**config.mk**
```make
export PLATFORM = sky130hd
export DESIGN_NAME = lin_mode_ctrl
export DESIGN_NICKNAME = d
export VERILOG_FILES = /design/src/lin_mode_pkg.sv /design/src/lin_pulse_filter.sv /design/src/lin_mode_ctrl.sv
export SDC_FILE = /design/constraint.sdc
export NUM_CORES = 1
export LEC_CHECK = 0
export BUFFER_PORTS_ARGS = -buffer_cell sky130_fd_sc_hd__buf_2
export CORE_MARGIN = 5
export CORE_UTILIZATION = 45
export DETAILED_ROUTE_END_ITERATION = 6
export GPL_ROUTABILITY_DRIVEN = 0
export PLACE_DENSITY = 0.7
export SETUP_SLACK_MARGIN = 0.1
export SYNTH_ARGS = -nofsm -noshare
export SYNTH_HDL_FRONTEND = slang
export SYNTH_HIERARCHICAL = 1
export SYNTH_SLANG_ARGS = --single-unit
```
**constraint.sdc**
```tcl
create_clock -name clk_sys_i -period 4 [get_ports clk_sys_i]
set_input_delay 0 -clock clk_sys_i [delete_from_list [all_inputs] [get_ports clk_sys_i]]
set_output_delay 0 -clock clk_sys_i [all_outputs]
set_load 0.02 [all_outputs]
```
**src/lin_mode_pkg.sv**
```systemverilog
// Constants, types and state layout for the transceiver mode control block.
// Summary of operation
// [RULE1] Normal mode: tx low drives bus dominant.
// [RULE2] Fail-safe: tx pin outputs local wake source.
// [RULE3] Tx low too long forces driver recessive.
// [RULE4] Driver re-enabled after tx high interval.
// [RULE5] Dominant time-out removable by parameter.
// [RULE6] Normal mode: rx follows bus level.
// [RULE7] Enable high keeps Normal mode, regulator on.
// [RULE8] Enable fall with tx high: Silent.
// [RULE9] Enable fall with tx low: Sleep.
// [RULE10] Sleep chosen if tx falls shortly after.
// [RULE11] Watchdog-disable input switches watchdog off.
// [RULE12] Ignition rising edge debounced before wake.
// [RULE13] Regulator control on in Normal, Fail-safe.
// [RULE14] Reset low on undervoltage or watchdog failure.
// [RULE15] Kick counts only after minimum low time.
// [RULE16] Reset low forces Fail-safe from Normal.
// [RULE17] Silent undervoltage: reset low, Fail-safe.
// [RULE18] Silent/Sleep entry ignores wake pin levels.
// [RULE19] Bus dominant pulse wakes into Fail-safe.
// [RULE20] Sleep: regulator off, reset and rx low.
// [RULE21] Enable high wakes; Normal after reset delay.
// [RULE22] Fail-safe and Silent pin behaviour.
// [RULE23] Power-up: Fail-safe, reset low for delay.
// [RULE24] Local wake pin low pulse wakes device.
// [RULE25] Wake flags cleared on reaching Normal.
// [RULE26] Inputs synchronous, times from clock rate.
`default_nettype none

package lin_mode_pkg;

  // ====================
  // Clock and timing
  // ====================
  localparam int unsigned CLK_HZ         = 100_000_000;  // System clock rate.
  localparam int unsigned DOM_TIMEOUT_US = 6000;         // Dominant time-out, 6 ms.
  localparam int unsigned REACT_NS       = 10_000;       // Re-activation time, 10 us.
  localparam int unsigned MODE_WIN_NS    = 3200;         // Enable-before-tx margin, 3.2 us.
  localparam int unsigned IGN_DEB_US     = 160;          // Ignition debounce time.
  localparam int unsigned RESET_US       = 4000;         // Reset delay, 4 ms.
  localparam int unsigned BUS_WAKE_NS    = 30_000;       // Bus wake filter time.
  localparam int unsigned LOC_WAKE_NS    = 30_000;       // Local wake filter time.
  localparam int unsigned TRIG_MIN_NS    = 1000;         // Minimum kick low time.

  // Least times round up to whole cycles.
  localparam int unsigned DOM_TIMEOUT_CYC = (DOM_TIMEOUT_US * 100 + 0) * (CLK_HZ / 100_000_000);
  localparam int unsigned REACT_CYC       = (REACT_NS * (CLK_HZ / 1_000_000) + 999) / 1000;
  localparam int unsigned MODE_WIN_CYC    = (MODE_WIN_NS * (CLK_HZ / 1_000_000) + 999) / 1000;
  localparam int unsigned IGN_DEB_CYC     = IGN_DEB_US * (CLK_HZ / 1_000_000);
  localparam int unsigned RESET_CYC       = RESET_US * (CLK_HZ / 1_000_000);
  localparam int unsigned BUS_WAKE_CYC    = (BUS_WAKE_NS * (CLK_HZ / 1_000_000) + 999) / 1000;
  localparam int unsigned LOC_WAKE_CYC    = (LOC_WAKE_NS * (CLK_HZ / 1_000_000) + 999) / 1000;
  localparam int unsigned TRIG_MIN_CYC    = (TRIG_MIN_NS * (CLK_HZ / 1_000_000) + 999) / 1000;
  localparam int unsigned WD_PERIOD_US    = 20_000;      // Watchdog service period.
  localparam int unsigned WD_PERIOD_CYC   = WD_PERIOD_US * (CLK_HZ / 1_000_000);

  localparam int unsigned CNT_W = 24;  // Width of every interval counter.

  // ====================
  // Types
  // ====================
  typedef enum logic [2:0] {
    MODE_FAILSAFE,
    MODE_NORMAL,
    MODE_SILENT,
    MODE_SLEEP
  } op_mode_t;

  // Host-side pin levels that travel together.
  typedef struct packed {
    logic tx_in;
    logic op_enable;
    logic wd_kick_n;
    logic wd_disable;
  } host_pins_t;

  // Pins driven back toward the host.
  typedef struct packed {
    logic rx_out;
    logic tx_out;
    logic tx_oe;
    logic reset_out_n_oe;
    logic ext_reg_on;
  } host_drive_t;

  // State of the top module, apart from reg_on_reg, ign_prev_reg and the wake arming and lock-out flags.
  typedef struct packed {
    op_mode_t         mode;
    logic             en_prev;
    logic [CNT_W-1:0] pend_cnt;      // Counts a pending Silent decision.
    logic             pend;          // Enable fell with tx high; waiting.
    logic [CNT_W-1:0] rst_cnt;       // Reset delay counter.
    logic             wake_flag;     // Wake request shown on rx.
    logic             wake_local;    // Last wake source was local.
    logic [CNT_W-1:0] wd_cnt;        // Watchdog period counter.
    logic             wd_fail;       // Watchdog failure seen.
    host_drive_t      pins;          // Registered outputs.
    logic             bus_drive;     // Registered bus driver enable.
  } top_state_t;

endpackage : lin_mode_pkg

`default_nettype wire

```
**src/lin_pulse_filter.sv**
```systemverilog
// Level filter: reports a qualified pulse or level after a minimum hold time.
`default_nettype none

module lin_pulse_filter #(
  parameter int unsigned CNT_W = 24,
  parameter int unsigned HOLD  = 10
) (
  input  wire logic clk_sys_i,     // System clock.
  input  wire logic nrst_i,        // Asynchronous reset, active low.
  input  wire logic active_i,      // Level being timed.
  input  wire logic clear_i,       // Restart the timer.
  output logic      held_o,        // Level held longer than HOLD cycles.
  output logic      release_o      // One-cycle pulse: level ended after being held.
);

  // ====================
  // Hold timer
  // ====================
  logic [CNT_W-1:0] cnt_reg;  // Cycles the level has stood.
  logic             held_reg; // Hold time reached.
  logic             rel_reg;  // Release pulse.

  assign held_o    = held_reg;
  assign release_o = rel_reg;

  // The counter saturates so long levels never wrap back to zero.
  always_ff @(posedge clk_sys_i or negedge nrst_i) begin
    if (!nrst_i) begin
      cnt_reg  <= '0;
      held_reg <= 1'b0;
      rel_reg  <= 1'b0;
    end else begin
      rel_reg <= 1'b0;
      if (clear_i || !active_i) begin
        // A held level that ends marks a complete qualified pulse.
        rel_reg  <= held_reg && !clear_i;
        cnt_reg  <= '0;
        held_reg <= 1'b0;
      end else if (cnt_reg >= CNT_W'(HOLD)) begin
        held_reg <= 1'b1;
      end else begin
        cnt_reg <= cnt_reg + CNT_W'(1);
      end
    end
  end

endmodule // lin_pulse_filter

`default_nettype wire

```
**src/lin_mode_ctrl.sv**
```systemverilog
// Mode, wake and pin control of a single-wire bus transceiver.
`default_nettype none

module lin_mode_ctrl #(
  parameter bit          DOM_TIMEOUT_EN = 1'b1,                          // Zero removes the time-out.
  parameter int unsigned DOM_TIMEOUT    = lin_mode_pkg::DOM_TIMEOUT_CYC, // Dominant time-out cycles.
  parameter int unsigned RESET_DELAY    = lin_mode_pkg::RESET_CYC,       // Reset delay cycles.
  parameter int unsigned WD_PERIOD      = lin_mode_pkg::WD_PERIOD_CYC    // Watchdog period cycles.
) (
  input  wire logic clk_sys_i,         // System clock, 100 MHz.
  input  wire logic nrst_i,            // Asynchronous reset, active low.
  input  wire logic tx_in_i,           // Transmit pin level from host.
  input  wire logic op_enable_i,       // Mode enable from host.
  input  wire logic wd_kick_n_i,       // Watchdog trigger, active low.
  input  wire logic wd_disable_i,      // High turns watchdog off.
  input  wire logic ignition_in_i,     // Ignition wake input.
  input  wire logic wake_n_i,          // Local wake pin, active low.
  input  wire logic bus_i,             // Bus level, high is recessive.
  input  wire logic undervolt_i,       // Regulated supply undervoltage.
  output logic      bus_drive_o,       // High pulls the bus dominant.
  output logic      rx_out_o,          // Receive pin level.
  output logic      tx_out_o,          // Tx pin level when driven.
  output logic      tx_oe_o,           // Tx pin output enable.
  output logic      reset_out_n_oe_o,  // High pulls reset_out_n low.
  output logic      ext_reg_on_o,      // External regulator control.
  output logic      reg_on_o,          // Internal regulator enable.
  output lin_mode_pkg::op_mode_t mode_o // Current operating mode.
);

  import lin_mode_pkg::*;

  // ====================
  // Signals
  // ====================
  top_state_t st_reg;    // Registered state.
  top_state_t st_next;   // Next state.
  logic       reg_on_reg;// Registered regulator enable.
  logic       reg_on_next;
  host_pins_t hp;        // Host pin bundle.

  logic dom_held, dom_clr;       // Dominant time-out timer.
  logic rec_held;                // Re-activation timer.
  logic timed_out_reg;           // Driver locked out after time-out.
  logic ign_held, ign_prev_reg;  // Ignition debounce.
  logic ign_armed_reg;           // Ignition seen low since last wake.
  logic loc_held, loc_armed_reg; // Local wake filter.
  logic bus_rel;                 // Qualified bus dominant pulse ended.
  logic kick_rel;                // Qualified kick.

  assign hp = '{tx_in: tx_in_i, op_enable: op_enable_i, wd_kick_n: wd_kick_n_i, wd_disable: wd_disable_i};

  // ====================
  // Interval filters
  // ====================
  // [RULE3] dominant time-out timer
  lin_pulse_filter #(.CNT_W(CNT_W), .HOLD(DOM_TIMEOUT)) u_dom (
    .clk_sys_i (clk_sys_i),
    .nrst_i    (nrst_i),
    .active_i  (!hp.tx_in && st_reg.mode == MODE_NORMAL),
    .clear_i   (dom_clr),
    .held_o    (dom_held),
    .release_o ()
  );
  assign dom_clr = 1'b0;

  // [RULE4] re-activation high time
  lin_pulse_filter #(.CNT_W(CNT_W), .HOLD(REACT_CYC)) u_rec (
    .clk_sys_i (clk_sys_i),
    .nrst_i    (nrst_i),
    .active_i  (hp.tx_in),
    .clear_i   (1'b0),
    .held_o    (rec_held),
    .release_o ()
  );

  // [RULE12] ignition debounce timer
  lin_pulse_filter #(.CNT_W(CNT_W), .HOLD(IGN_DEB_CYC)) u_ign (
    .clk_sys_i (clk_sys_i),
    .nrst_i    (nrst_i),
    .active_i  (ignition_in_i && ign_armed_reg),
    .clear_i   (1'b0),
    .held_o    (ign_held),
    .release_o ()
  );

  // [RULE24] local wake filter
  lin_pulse_filter #(.CNT_W(CNT_W), .HOLD(LOC_WAKE_CYC)) u_loc (
    .clk_sys_i (clk_sys_i),
    .nrst_i    (nrst_i),
    .active_i  (!wake_n_i && loc_armed_reg),
    .clear_i   (1'b0),
    .held_o    (loc_held),
    .release_o ()
  );

  // [RULE19] bus dominant pulse filter
  lin_pulse_filter #(.CNT_W(CNT_W), .HOLD(BUS_WAKE_CYC)) u_bus (
    .clk_sys_i (clk_sys_i),
    .nrst_i    (nrst_i),
    .active_i  (!bus_i),
    .clear_i   (1'b0),
    .held_o    (),
    .release_o (bus_rel)
  );

  // [RULE15] kick minimum low time
  lin_pulse_filter #(.CNT_W(CNT_W), .HOLD(TRIG_MIN_CYC)) u_kick (
    .clk_sys_i (clk_sys_i),
    .nrst_i    (nrst_i),
    .active_i  (!hp.wd_kick_n),
    .clear_i   (1'b0),
    .held_o    (),
    .release_o (kick_rel)
  );

  // ====================
  // Edge arming for level-held wake inputs
  // ====================
  // Wake pins are edge sensitive: a level that was already active when the
  // device went quiet must first go inactive before it may wake it again.
  always_ff @(posedge clk_sys_i or negedge nrst_i) begin
    if (!nrst_i) begin
      ign_prev_reg  <= 1'b0;
      ign_armed_reg <= 1'b0;
      loc_armed_reg <= 1'b0;
      timed_out_reg <= 1'b0;
    end else begin
      ign_prev_reg <= ignition_in_i;
      // [RULE12] arm on low, disarm after use
      if (!ignition_in_i) begin
        ign_armed_reg <= 1'b1;
      end else if (ign_held) begin
        ign_armed_reg <= 1'b0;
      end
      if (wake_n_i) begin
        loc_armed_reg <= 1'b1;
      end else if (loc_held) begin
        loc_armed_reg <= 1'b0;
      end
      // [RULE3] lock out, [RULE4] release
      if (DOM_TIMEOUT_EN && dom_held) begin
        timed_out_reg <= 1'b1;
      end else if (rec_held) begin
        timed_out_reg <= 1'b0;
      end
    end
  end

  // ====================
  // Mode sequencer and outputs
  // ====================
  // One process computes st_next and reg_on_next; every output is registered.
  always_comb begin
    logic en_fall;
    logic rst_low;
    logic wake_ev;
    logic loc_ev;
    logic wd_on;
    en_fall = 1'b0;
    rst_low = 1'b0;
    wake_ev = 1'b0;
    loc_ev  = 1'b0;
    wd_on   = 1'b0;
    st_next = st_reg;
    reg_on_next = reg_on_reg;
    en_fall = st_reg.en_prev && !hp.op_enable;
    st_next.en_prev = hp.op_enable;
    // [RULE24] [RULE12] local wake sources
    loc_ev  = (loc_held && loc_armed_reg) || (ign_held && ign_armed_reg);
    // [RULE19] remote wake source
    wake_ev = loc_ev || bus_rel;

    // [RULE11] watchdog disable input
    wd_on = !hp.wd_disable && (st_reg.mode == MODE_NORMAL || st_reg.mode == MODE_FAILSAFE);
    if (!wd_on || kick_rel) begin
      st_next.wd_cnt = '0;
    end else if (st_reg.wd_cnt >= CNT_W'(WD_PERIOD)) begin
      st_next.wd_fail = 1'b1;
      st_next.wd_cnt  = '0;
    end else begin
      st_next.wd_cnt = st_reg.wd_cnt + CNT_W'(1);
    end

    // Reset delay counts down while the reset pin is held low.
    if (st_reg.rst_cnt != '0) begin
      st_next.rst_cnt = st_reg.rst_cnt - CNT_W'(1);
    end else begin
      // A failure stands one cycle; its fresh reset delay then holds the pin low.
      st_next.wd_fail = st_next.wd_fail && !st_reg.wd_fail;
    end
    if (st_reg.wd_fail && st_reg.rst_cnt == '0 && !(st_reg.mode == MODE_SLEEP)) begin
      st_next.rst_cnt = CNT_W'(RESET_DELAY);
    end

    case (st_reg.mode)
      MODE_NORMAL: begin
        // [RULE8] [RULE9] [RULE10] mode select on enable fall
        if (en_fall && !hp.tx_in) begin
          st_next.mode = MODE_SLEEP;
        end else if (en_fall) begin
          st_next.pend     = 1'b1;
          st_next.pend_cnt = CNT_W'(MODE_WIN_CYC);
        end
        // [RULE16] reset low leaves Normal
        if (undervolt_i || st_next.wd_fail || st_reg.rst_cnt != '0) begin
          st_next.mode = MODE_FAILSAFE;
          st_next.pend = 1'b0;
        end
        // [RULE25] wake flags cleared in Normal
        st_next.wake_flag  = 1'b0;
        st_next.wake_local = 1'b0;
      end
      MODE_SILENT, MODE_SLEEP: begin
        // [RULE21] enable high wakes
        if (hp.op_enable || wake_ev) begin
          st_next.mode = MODE_FAILSAFE;
          st_next.rst_cnt = CNT_W'(RESET_DELAY);
          // [RULE19] [RULE24] record wake request and source
          if (wake_ev) begin
            st_next.wake_flag  = 1'b1;
            st_next.wake_local = loc_ev;
          end
        end else if (st_reg.mode == MODE_SILENT && undervolt_i) begin
          // [RULE17] undervoltage in Silent
          st_next.mode    = MODE_FAILSAFE;
          st_next.rst_cnt = CNT_W'(RESET_DELAY);
        end
        st_next.wd_fail = 1'b0;
      end
      default: begin
        // [RULE21] [RULE23] Normal after reset delay
        if (hp.op_enable && st_reg.rst_cnt == '0 && !undervolt_i && !st_reg.wd_fail && !st_next.wd_fail) begin
          st_next.mode = MODE_NORMAL;
        end
      end
    endcase

    // [RULE10] tx low in any cycle of the window selects Sleep
    if (st_reg.pend) begin
      if (!hp.tx_in) begin
        st_next.mode = MODE_SLEEP;
        st_next.pend = 1'b0;
      end else if (st_reg.pend_cnt == '0) begin
        // [RULE8] [RULE18] Silent regardless of wake pins
        st_next.mode = MODE_SILENT;
        st_next.pend = 1'b0;
      end else begin
        st_next.pend_cnt = st_reg.pend_cnt - CNT_W'(1);
      end
      if (st_next.mode == MODE_FAILSAFE) begin
        st_next.pend = 1'b0;
      end
    end

    // Pin outputs follow the next mode so they change with it.
    // [RULE1] [RULE3] [RULE5] bus driver gating
    st_next.bus_drive = st_next.mode == MODE_NORMAL && !st_next.pend && !hp.tx_in && !timed_out_reg
                        && !(DOM_TIMEOUT_EN && dom_held);
    case (st_next.mode)
      // [RULE6] rx follows bus
      MODE_NORMAL: st_next.pins.rx_out = bus_i;
      // [RULE20] rx low in Sleep
      MODE_SLEEP:  st_next.pins.rx_out = 1'b0;
      // [RULE22] Silent high, Fail-safe flags wake
      MODE_SILENT: st_next.pins.rx_out = 1'b1;
      default:     st_next.pins.rx_out = !st_next.wake_flag;
    endcase
    // [RULE2] tx pin reports wake source
    st_next.pins.tx_oe  = st_next.mode == MODE_FAILSAFE;
    st_next.pins.tx_out = !st_next.wake_local;
    // [RULE14] [RULE20] [RULE23] reset pin
    st_next.pins.reset_out_n_oe = undervolt_i || st_next.rst_cnt != '0 || st_next.wd_fail
                                  || st_next.mode == MODE_SLEEP;
    // [RULE7] [RULE13] regulator controls
    st_next.pins.ext_reg_on = (st_next.mode == MODE_NORMAL || st_next.mode == MODE_FAILSAFE)
                              && !undervolt_i;
    reg_on_next = st_next.mode != MODE_SLEEP;
  end

  // [RULE23] [RULE26] power-up state
  always_ff @(posedge clk_sys_i or negedge nrst_i) begin
    if (!nrst_i) begin
      st_reg         <= '0;
      st_reg.mode    <= MODE_FAILSAFE;
      st_reg.rst_cnt <= CNT_W'(RESET_DELAY);
      st_reg.pins    <= '{rx_out: 1'b1, tx_out: 1'b1, tx_oe: 1'b1, reset_out_n_oe: 1'b1, ext_reg_on: 1'b1};
      reg_on_reg     <= 1'b1;
    end else begin
      st_reg     <= st_next;
      reg_on_reg <= reg_on_next;
    end
  end

  assign bus_drive_o      = st_reg.bus_drive;
  assign rx_out_o         = st_reg.pins.rx_out;
  assign tx_out_o         = st_reg.pins.tx_out;
  assign tx_oe_o          = st_reg.pins.tx_oe;
  assign reset_out_n_oe_o = st_reg.pins.reset_out_n_oe;
  assign ext_reg_on_o     = st_reg.pins.ext_reg_on;
  assign reg_on_o         = reg_on_reg;
  assign mode_o           = st_reg.mode;

endmodule // lin_mode_ctrl

`default_nettype wire

```
==> results of run 1 <==
[worst min-delay path by stage]
stage                start          endpoint  slack (ps)  depth (start not counted)
2_1_floorplan       nrst_i       bus_drive_o        -300                          0
3_3_place_gp        nrst_i  u_rec/cnt_reg[4]         180                          1
3_5_place_dp        nrst_i  u_rec/cnt_reg[4]         190                          1
4_1_cts        op_enable_i        st_reg[82]         200                          2
5_1_grt        op_enable_i        st_reg[82]         230                          2
6_report            nrst_i  u_rec/cnt_reg[3]         170                          2
[per-layer routing]
layer	track usage, %	vias to the layer above	part of all wire (%)
li1	-	4328	-
met1	22.2	4287	48
met2	25.0	151	47
met3	2.25	35	3.0
met4	3.29	0	1.7
met5	0	-	0
[worst max-delay path, cell delays in order (launching register included)]
cell	delay, ps
dfrtp_1	400
inv_1	140
ha_1	180
nor4b_1	390
nand4b_1	320
nor2_2	370
nand2_1	100
a2111o_1	420
nor4_1	230
nand4_1	130
or4b_1	520
[stage by stage]
step           utilization (%)  hold WS, ps  std cells  power, mW  setup slack, ps
2_1_floorplan                -         -296       1209       2.55             1190
3_3_place_gp              47.3          183       1524       2.62              868
3_5_place_dp              47.3          189       1524       2.62              732
4_1_cts                   51.1          200       1581       5.11              759
5_1_grt                   51.1          230       1582       5.23              249
6_report                  51.1          172       1582       5.04              714
[power groups by stage]
stage	combinational [mW]	sequential, mW	clock (mW)
2_1_floorplan	0.0402	2.51	0
6_report	0.114	2.47	2.45
3_5_place_dp	0.112	2.51	0
3_3_place_gp	0.111	2.51	0
4_1_cts	0.120	2.47	2.52
5_1_grt	0.137	2.47	2.63
[area by class of cell]
class / count / area (sq um) / share of cell area [%]
well taps: 335 / 419 / 3.14
multi-input cells: 878 / 5560 / 41.6
repair buffers: 34 / 240 / 1.80
flip-flops and latches: 242 / 6070 / 45.5
clock buffers: 36 / 749 / 5.61
clock inverters: 12 / 143 / 1.07
inverters: 45 / 169 / 1.27
[cell usage in the layout, fill, tap and decap left out, types with 9 or more instances in the layout]
master         count
a21oi_1           49
a31oi_1           15
and2_1            76
and3_1            11
buf_2             18
clkbuf_16         27
conb_1            17
dfrtp_1          230
dfstp_2           12
dlygate4sd3_1      9
ha_1              18
inv_1             45
mux2i_1           14
nand2_1           81
nand2b_1          24
nand3_1           52
nand4_1           23
nor2_1           128
nor2b_1           14
nor3_1            34
nor4_1            28
nor4_2            11
o211ai_1          12
o21ai_0           37
o31ai_1           27
or3_1             12
or4_1             25
xnor2_1           39
xor2_1            19
==> flow_summary_export.csv, run 1 <==
group,metric,value,unit
yosys,avgSynthCellArea,10.0,sq um
yosys,netlist_area,12000,sq um
sta,final.setup.tns,0,ps
worst_setup_path,crit_start,"st_reg[33]",
power_and_ir_drop,clockPowerShare,48.7,%
clocking,clock_path_buffers,3,
power_and_ir_drop,seqPwrFrac,49.0,%
layout,fillers,2289,
worst_setup_path,crit_fanout,7,
drt,postRouteAntennaNets,0,
grt,grt_pass1_vias,8465,
layout,insertedDiodeCount,0,
placed_design,hpwl,15.2,mm
sta,fin_crit_sh,82.2,%
sta,max_slew_margin,25.7,%
clocking,htree_levels,1,
power_and_ir_drop,ir_worst_vdd,0.000264,V
floorplanning,rows,59,
yosys,synthCells,1193,
sta,rsz0062_at_grt,"false",
clocking,clk_latency,510,ps
power_and_ir_drop,p_comb_share,2.3,%
worst_setup_path,startpoint_type,"flip-flop",
worst_setup_path,critical_path.endpoint,"reset_out_n_oe_o",
worst_setup_path,timing.reg2reg.setup_slack,710,ps
floorplanning,die_x,173,um
grt,grt_max_degree,134,
yosys,yosysWarnings,6,
floorplanning,die_y,173,um
power_and_ir_drop,leakagePower,5.72,nW
clocking,cts_made_buffers,27,
placed_design,port_buffers,19,
grt,grt_pass1_wl,40.8,mm
drt,route.detailed.drc,0,
worst_setup_path,worst-endpoint-arrival,3710,ps
sta,setup_viol,0,
worst_setup_path,reg2reg_depth,10,
layout,final_cell_area,13300,sq um
sta,fin_crit,3290,ps
power_and_ir_drop,p_int,3.99,mW
grt,grt_overflow_total,0,
worst_setup_path,crit_path_end_kind,"flip-flop",
status,status,"complete, no violations",
layout,largest_reg_flops,77,
sta,finalHoldViolCount,0,
clocking,cts_resized,0,
drt,detail_route.wl_per_cell,14.6,um
worst_setup_path,r2r_end,"reset_out_n_oe_o",
grt,antenna_found_initial,0,
floorplanning,die_area,30000,sq um
floorplanning,coreArea,26100,sq um
drt,wirelength,23.1,mm
worst_setup_path,rr_startpoint,"st_reg[33]",
floorplanning,num_io_pins,20,
sta,clock_skew,7.10,ps
sta,fmax,304,MHz
floorplanning,initial_core_util,45.8,%
clocking,clkTransAtPathRegs,60,ps
clocking,cts_hold_buf,9,
clocking,cts_setup_buffers,0,
drt,drtIter0Drc,593,
drt,vias_per_cell,5.56,
sta,worstMarginPinSlew,1110,ps
hold_path,min_path_type,"in -> async",
power_and_ir_drop,swShare,20.8,%
grt,track_usage,15.4,%
power_and_ir_drop,switchingPower,1.05,mW
drt,num_vias,8801,
worst_setup_path,critPathKind,"reg -> reg",
clocking,cts_tree,"built",
layout,area_growth,11.6,%
sta,slew_viol_final,0,
clocking,cts_root_buf,"clkbuf_16",
clocking,cts_num_sinks,242,
worst_setup_path,cp_data_required_time,4420,ps
placed_design,placed_area,12400,sq um
flow_run,max_cap_violations,0,
power_and_ir_drop,power.density,377,nW/um^2
drt,drt_pass1_iterations,5,
layout,drive_gt1_share,10.3,%
layout,nNetsFinal,1256,
(Power assumes the default switching activity.)
==> run 2: changes to the inputs <==
--- a/config.mk
+++ b/config.mk
@@ -10,7 +10,7 @@
 export CORE_UTILIZATION = 45
 export DETAILED_ROUTE_END_ITERATION = 6
 export GPL_ROUTABILITY_DRIVEN = 0
-export PLACE_DENSITY = 0.7
+export PLACE_DENSITY = 0.73
 export SETUP_SLACK_MARGIN = 0.1
 export SYNTH_ARGS = -nofsm -noshare
 export SYNTH_HDL_FRONTEND = slang
==> constraint.sdc (replaced) <==
create_clock -name clk_sys_i -period 2.7 [get_ports clk_sys_i]
set_input_delay 0 -clock clk_sys_i [delete_from_list [all_inputs] [get_ports clk_sys_i]]
set_output_delay 0 -clock clk_sys_i [all_outputs]
set_load 0.02 [all_outputs]
==> flow_summary_export.csv, run 2 (same netlist as run 1, synthesis figures left out) <==
group,metric,value,unit
drt,num_vias,9218,
layout,largest_reg_flops,77,
grt,grt-busiest-layer,"met2",
grt,use_met2,27.7,%
power_and_ir_drop,p_comb_share,2.4,%
drt,vias_per_cell,5.49,
sta,fin_crit_sh,107,%
clocking,cts_tree,"built",
worst_setup_path,startpoint_type,"flip-flop",
power_and_ir_drop,swShare,21.3,%
sta,finalHoldViolCount,0,
clocking,cts_root_buf,"clkbuf_16",
layout,final_cell_area,14300,sq um
sta,clock_skew,16.6,ps
worst_setup_path,timing.reg2reg.setup_slack,-190,ps
drt,drt_pass1_iterations,7,
sta,fmax,346,MHz
sta,final.setup.tns,-189,ps
layout,drive_gt1_share,19.1,%
drt,detail_route.wl_per_cell,15.1,um
grt,grt_pass1_wl,43.4,mm
floorplanning,die_x,173,um
placed_design,port_buffers,19,
sta,setup_viol,1,
power_and_ir_drop,leakagePower,6.22,nW
drt,route.detailed.drc,0,
worst_setup_path,crit_fanout,2,
clocking,cts_made_buffers,26,
floorplanning,initial_core_util,45.8,%
layout,insertedDiodeCount,0,
layout,final_common_cell,"dfrtp_1",
placed_design,hpwl,16.7,mm
power_and_ir_drop,switchingPower,1.58,mW
floorplanning,num_io_pins,20,
floorplanning,die_y,173,um
grt,grtUsageMet3,1.97,%
layout,area_growth,19.5,%
layout,nNetsFinal,1352,
worst_setup_path,worst-endpoint-arrival,3330,ps
worst_setup_path,reg2reg_depth,9,
sta,fin_crit,2890,ps
floorplanning,coreArea,26100,sq um
clocking,clock_path_buffers,3,
grt,antenna_found_initial,0,
layout,final_cell_mix,"dfrtp_1 (230), nor2_1 (126), buf_4 (95), nand2_1 (80), and2_1 (76)",
grt,track_usage,16.5,%
layout,finalNonFillerCells,1678,
placed_design,dp_cells,1604,
grt,grtUsageMet1,22.8,%
clocking,clk_latency,530,ps
worst_setup_path,critPathKind,"reg -> reg",
worst_setup_path,r2r_end,"reset_out_n_oe_o",
sta,max_slew_margin,29.9,%
floorplanning,die_area,30000,sq um
power_and_ir_drop,seqPwrFrac,49.3,%
clocking,clkTransAtPathRegs,60,ps
hold_path,min_path_type,"in -> async",
worst_setup_path,crit_path_end_kind,"flip-flop",
worst_setup_path,cp_data_required_time,3140,ps
power_and_ir_drop,p_int,5.84,mW
status,status,"finished with violations",
layout,multi_input_area,5750,sq um
floorplanning,rows,59,
layout,post-route-util,54.7,%
clocking,cts_num_sinks,242,
sta,rsz0062_at_grt,"true",
drt,postRouteAntennaNets,0,
sta,slew_viol_final,0,
drt,wirelength,25.3,mm
grt,grt_pass1_vias,9090,
grt,grt_overflow_total,0,
power_and_ir_drop,power.density,519,nW/um^2
layout,regArea,6070,sq um
flow_run,max_cap_violations,0,
sta,fin_ws,-189,ps
layout,fillers,2251,
placed_design,placed_area,13000,sq um
sta,worstMarginPinSlew,1050,ps
power_and_ir_drop,clockPowerShare,48.3,%
clocking,htree_levels,1,
grt,grt_max_degree,88,
status,failed_checks,"setup timing",
power_and_ir_drop,ir_worst_vdd,0.000389,V
drt,drtIter0Drc,679,
worst_setup_path,crit_start,"st_reg[39]",
worst_setup_path,rr_startpoint,"st_reg[39]",
placed_design,pre_cts_ws,-143,ps
[run 2: cell types whose count changed in the layout (fill, tap and decap cells not counted), moves of 3 or more]
cell / before / now
or4_1: 25 / 21
buf_4: 6 / 95
or4_4: 6 / 10
nor4_1: 28 / 23
nor3_2: 2 / 5
nor3_1: 34 / 30
nor4_2: 11 / 14
buf_6: 0 / 6
[run 2: worst max-delay path by stage]
stage                             endpoint  slack (ps)  cells past startpoint
after global placement    reset_out_n_oe_o         -40                      8
after floorplan           reset_out_n_oe_o          50                     10
after detailed placement  reset_out_n_oe_o        -140                      8
final                     reset_out_n_oe_o        -190                      9
after global routing      reset_out_n_oe_o        -340                     10
after CTS                 reset_out_n_oe_o         -50                      9
[run 2: cell type report]
cell class,instances,area share (%)
clock buffers,35,5.28
clock inverters,12,0.831
inverters,45,1.18
multi-input cells,878,40.2
flip-flops and latches,242,42.5
well taps,335,2.93
repair buffers,131,7.10
[run 2: metrics by stage]
step	total power, mW	hold WS, ps
finish	7.42	61.8
global route	7.68	123
CTS	7.51	83.9
detailed placement	3.89	54.7
global placement	3.89	49.8
floorplan	3.78	-296
[run 2: critical path, cell delays in order, from the launching register on]
cell      delay, ps
dfrtp_1         400
nor4_4          290
buf_4           150
nand3_1         110
o41ai_2         440
nand2_1         110
a2111o_1        390
nor4_2          280
nand4_1         150
or4b_1          480
[run 2: what timing repair did]
item,CTS,global route
hold buffers,9,0
setup buffers,10,7
gates resized for setup,10,23
endpoints found under the setup margin,11,28
hold endpoints to repair,112,0
pin swaps,9,13
[run 2: power groups by stage]
stage,logic [mW],clock network [mW],registers (mW)
finish,0.179,3.58,3.65
CTS,0.186,3.67,3.65
global route,0.210,3.82,3.65
floorplan,0.0596,0,3.72
global placement,0.171,0,3.72
detailed placement,0.174,0,3.72
[run 2: per-layer routing]
metal | vias up | part of all wire [%] | routed length [um]
met5 | - | 0 | 0
met4 | 0 | 2.4 | 616
met3 | 40 | 3.1 | 786
met2 | 146 | 49 | 12400
met1 | 4514 | 46 | 11500
li1 | 4518 | - | -
==> run 3: changes to the inputs <==
--- a/config.mk
+++ b/config.mk
@@ -10,7 +10,7 @@
 export CORE_UTILIZATION = 45
 export DETAILED_ROUTE_END_ITERATION = 6
 export GPL_ROUTABILITY_DRIVEN = 0
-export PLACE_DENSITY = 0.73
+export PLACE_DENSITY = 0.72
 export SETUP_SLACK_MARGIN = 0.1
 export SYNTH_ARGS = -nofsm -noshare
 export SYNTH_HDL_FRONTEND = slang
==> flow_summary_export.csv, run 3 (same netlist as run 1, synthesis figures left out) <==
group,metric,value,unit
power_and_ir_drop,power.density,512,nW/um^2
floorplanning,die_x,173,um
grt,antenna_found_initial,0,
sta,finalHoldViolCount,0,
drt,detail_route.wl_per_cell,14.8,um
placed_design,port_buffers,19,
layout,drive_gt1_share,20.2,%
power_and_ir_drop,total_power,7.42,mW
placed_design,placed_area,13100,sq um
layout,nNetsFinal,1362,
sta,fin_crit,2790,ps
drt,drtIter0Drc,571,
drt,postRouteAntennaNets,0,
worst_setup_path,worst-endpoint-arrival,3230,ps
worst_setup_path,crit_fanout,6,
floorplanning,num_io_pins,20,
layout,final_cell_area,14500,sq um
status,failed_checks,"setup timing",
sta,fmax,359,MHz
status,status,"finished with violations",
worst_setup_path,reg2reg_depth,10,
sta,setup_viol,1,
drt,drt_pass1_iterations,5,
sta,rsz0062_at_grt,"true",
grt,grt_pass1_vias,8962,
floorplanning,initial_core_util,45.8,%
worst_setup_path,cp_cell_sequence,"nor3_1 -> buf_4 -> and4_1 -> nand2_2 -> buf_4 -> nand4_1 -> a2111o_1 -> nor4_1 -> nand4_1 -> or4b_1",
drt,dr.max_layer_used,"met4",
power_and_ir_drop,leakagePower,6.26,nW
layout,area_growth,20.9,%
clocking,clock_path_buffers,3,
flow_run,max_cap_violations,0,
layout,post-route-util,55.4,%
grt,grt_overflow_total,0,
sta,worstMarginPinSlew,1250,ps
placed_design,pre_cts_ws,-94.3,ps
floorplanning,rows,59,
floorplanning,die_y,173,um
drt,num_vias,9265,
grt,grt_pass1_wl,43.0,mm
power_and_ir_drop,ir_worst_vdd,0.000397,V
sta,fin_ws,-87.5,ps
sta,slew_viol_final,0,
grt,track_usage,16.2,%
worst_setup_path,cp_data_required_time,3150,ps
worst_setup_path,slowest_stage,"dfstp_2",
drt,wirelength,25.0,mm
clocking,cts_root_buf,"clkbuf_16",
drt,vias_per_cell,5.49,
worst_setup_path,worst_path_largest_cell_delay,520,ps
clocking,cts_num_sinks,242,
sta,max_slew_margin,16.4,%
clocking,cts_tree,"built",
floorplanning,die_area,30000,sq um
clocking,clkTransAtPathRegs,60,ps
layout,insertedDiodeCount,0,
grt,grt_max_degree,95,
worst_setup_path,startpoint_type,"flip-flop",
clocking,clk_latency,540,ps
clocking,htree_levels,1,
worst_setup_path,crit_path_end_kind,"flip-flop",
placed_design,hpwl,16.6,mm
drt,wl_met2,12.0,mm
hold_path,min_path_type,"in -> async",
layout,final_cell_mix,"dfrtp_1 (229), nor2_1 (126), buf_4 (103), nand2_1 (79), and2_1 (75)",
sta,fin_crit_sh,103,%
drt,drt-met1-wl,11.8,mm
drt,route.detailed.drc,0,
sta,clock_skew,20.8,ps
drt,dr_wl_met3,804,um
clocking,cts_made_buffers,28,
floorplanning,coreArea,26100,sq um
worst_setup_path,critPathKind,"reg -> reg",
layout,final_common_cell,"dfrtp_1",
layout,largest_reg_flops,77,
run 3: worst max-delay path, delay by kind of cell (launching register included):
family / cells / cell delay (ps)
DFF: 1 / 520
buffers and inverters: 2 / 290
AOI/OAI and AO/OA: 1 / 410
and+or+nand+nor: 7 / 1460
run 3: path summary, 6_finish.rpt:
check | startpoint | to | slack (ps)
max in group asynchronous | nrst_i | u_dom/cnt_reg[19] | 1860
worst max-delay path | st_reg[44] | reset_out_n_oe_o | -90
worst min register to register | st_reg[31] | tx_out_o | 460
worst min-delay path | nrst_i | st_reg[69] | 70
min in group clk_sys_i | op_enable_i | st_reg[82] | 220
worst max register to register | st_reg[44] | reset_out_n_oe_o | -90
run 3: cell type report:
type | instances | area, sq um
multi-input combinational | 878 | 5850
fill | 2246 | 11700
timing repair buffer | 139 | 1080
tap | 335 | 419
sequential | 242 | 6070
inverter | 45 | 169
clock buffer | 47 | 863
clock inverter | 3 | 15.0
run 3: power breakdown:
| group | switching (mW) | leakage, nW | internal (mW) |
|---|---|---|---|
| clock network | 1.42 | 0.432 | 2.15 |
| logic | 0.135 | 2.55 | 0.0513 |
| registers | 0.0126 | 3.27 | 3.64 |
| total | 1.57 | 6.26 | 5.84 |
run 3: metrics by stage:
stage | std cells | hold slack [ps] | setup TNS (ps)
floorplan | 1209 | -296 | 0
global placement | 1611 | 69.5 | -48.1
detailed placement | 1611 | 76.6 | -94.3
CTS | 1678 | 97.1 | -24.1
global route | 1689 | 149 | -231
finish | 1689 | 68.8 | -87.5
run 3: repair_timing:
item | CTS | global route
endpoints found under the hold margin | 110 | 0
hold buffers | 9 | 0
setup endpoints to repair | 12 | 21
pin swaps | 11 | 22
resized for setup | 19 | 35
buffers inserted | 8 | 11
run 3: metal layers:
metal	track usage, %	up-vias
li1	-	4545
met2	26.5	148
met3	2.14	33
met5	0	-
met1	23.1	4539
met4	3.96	0
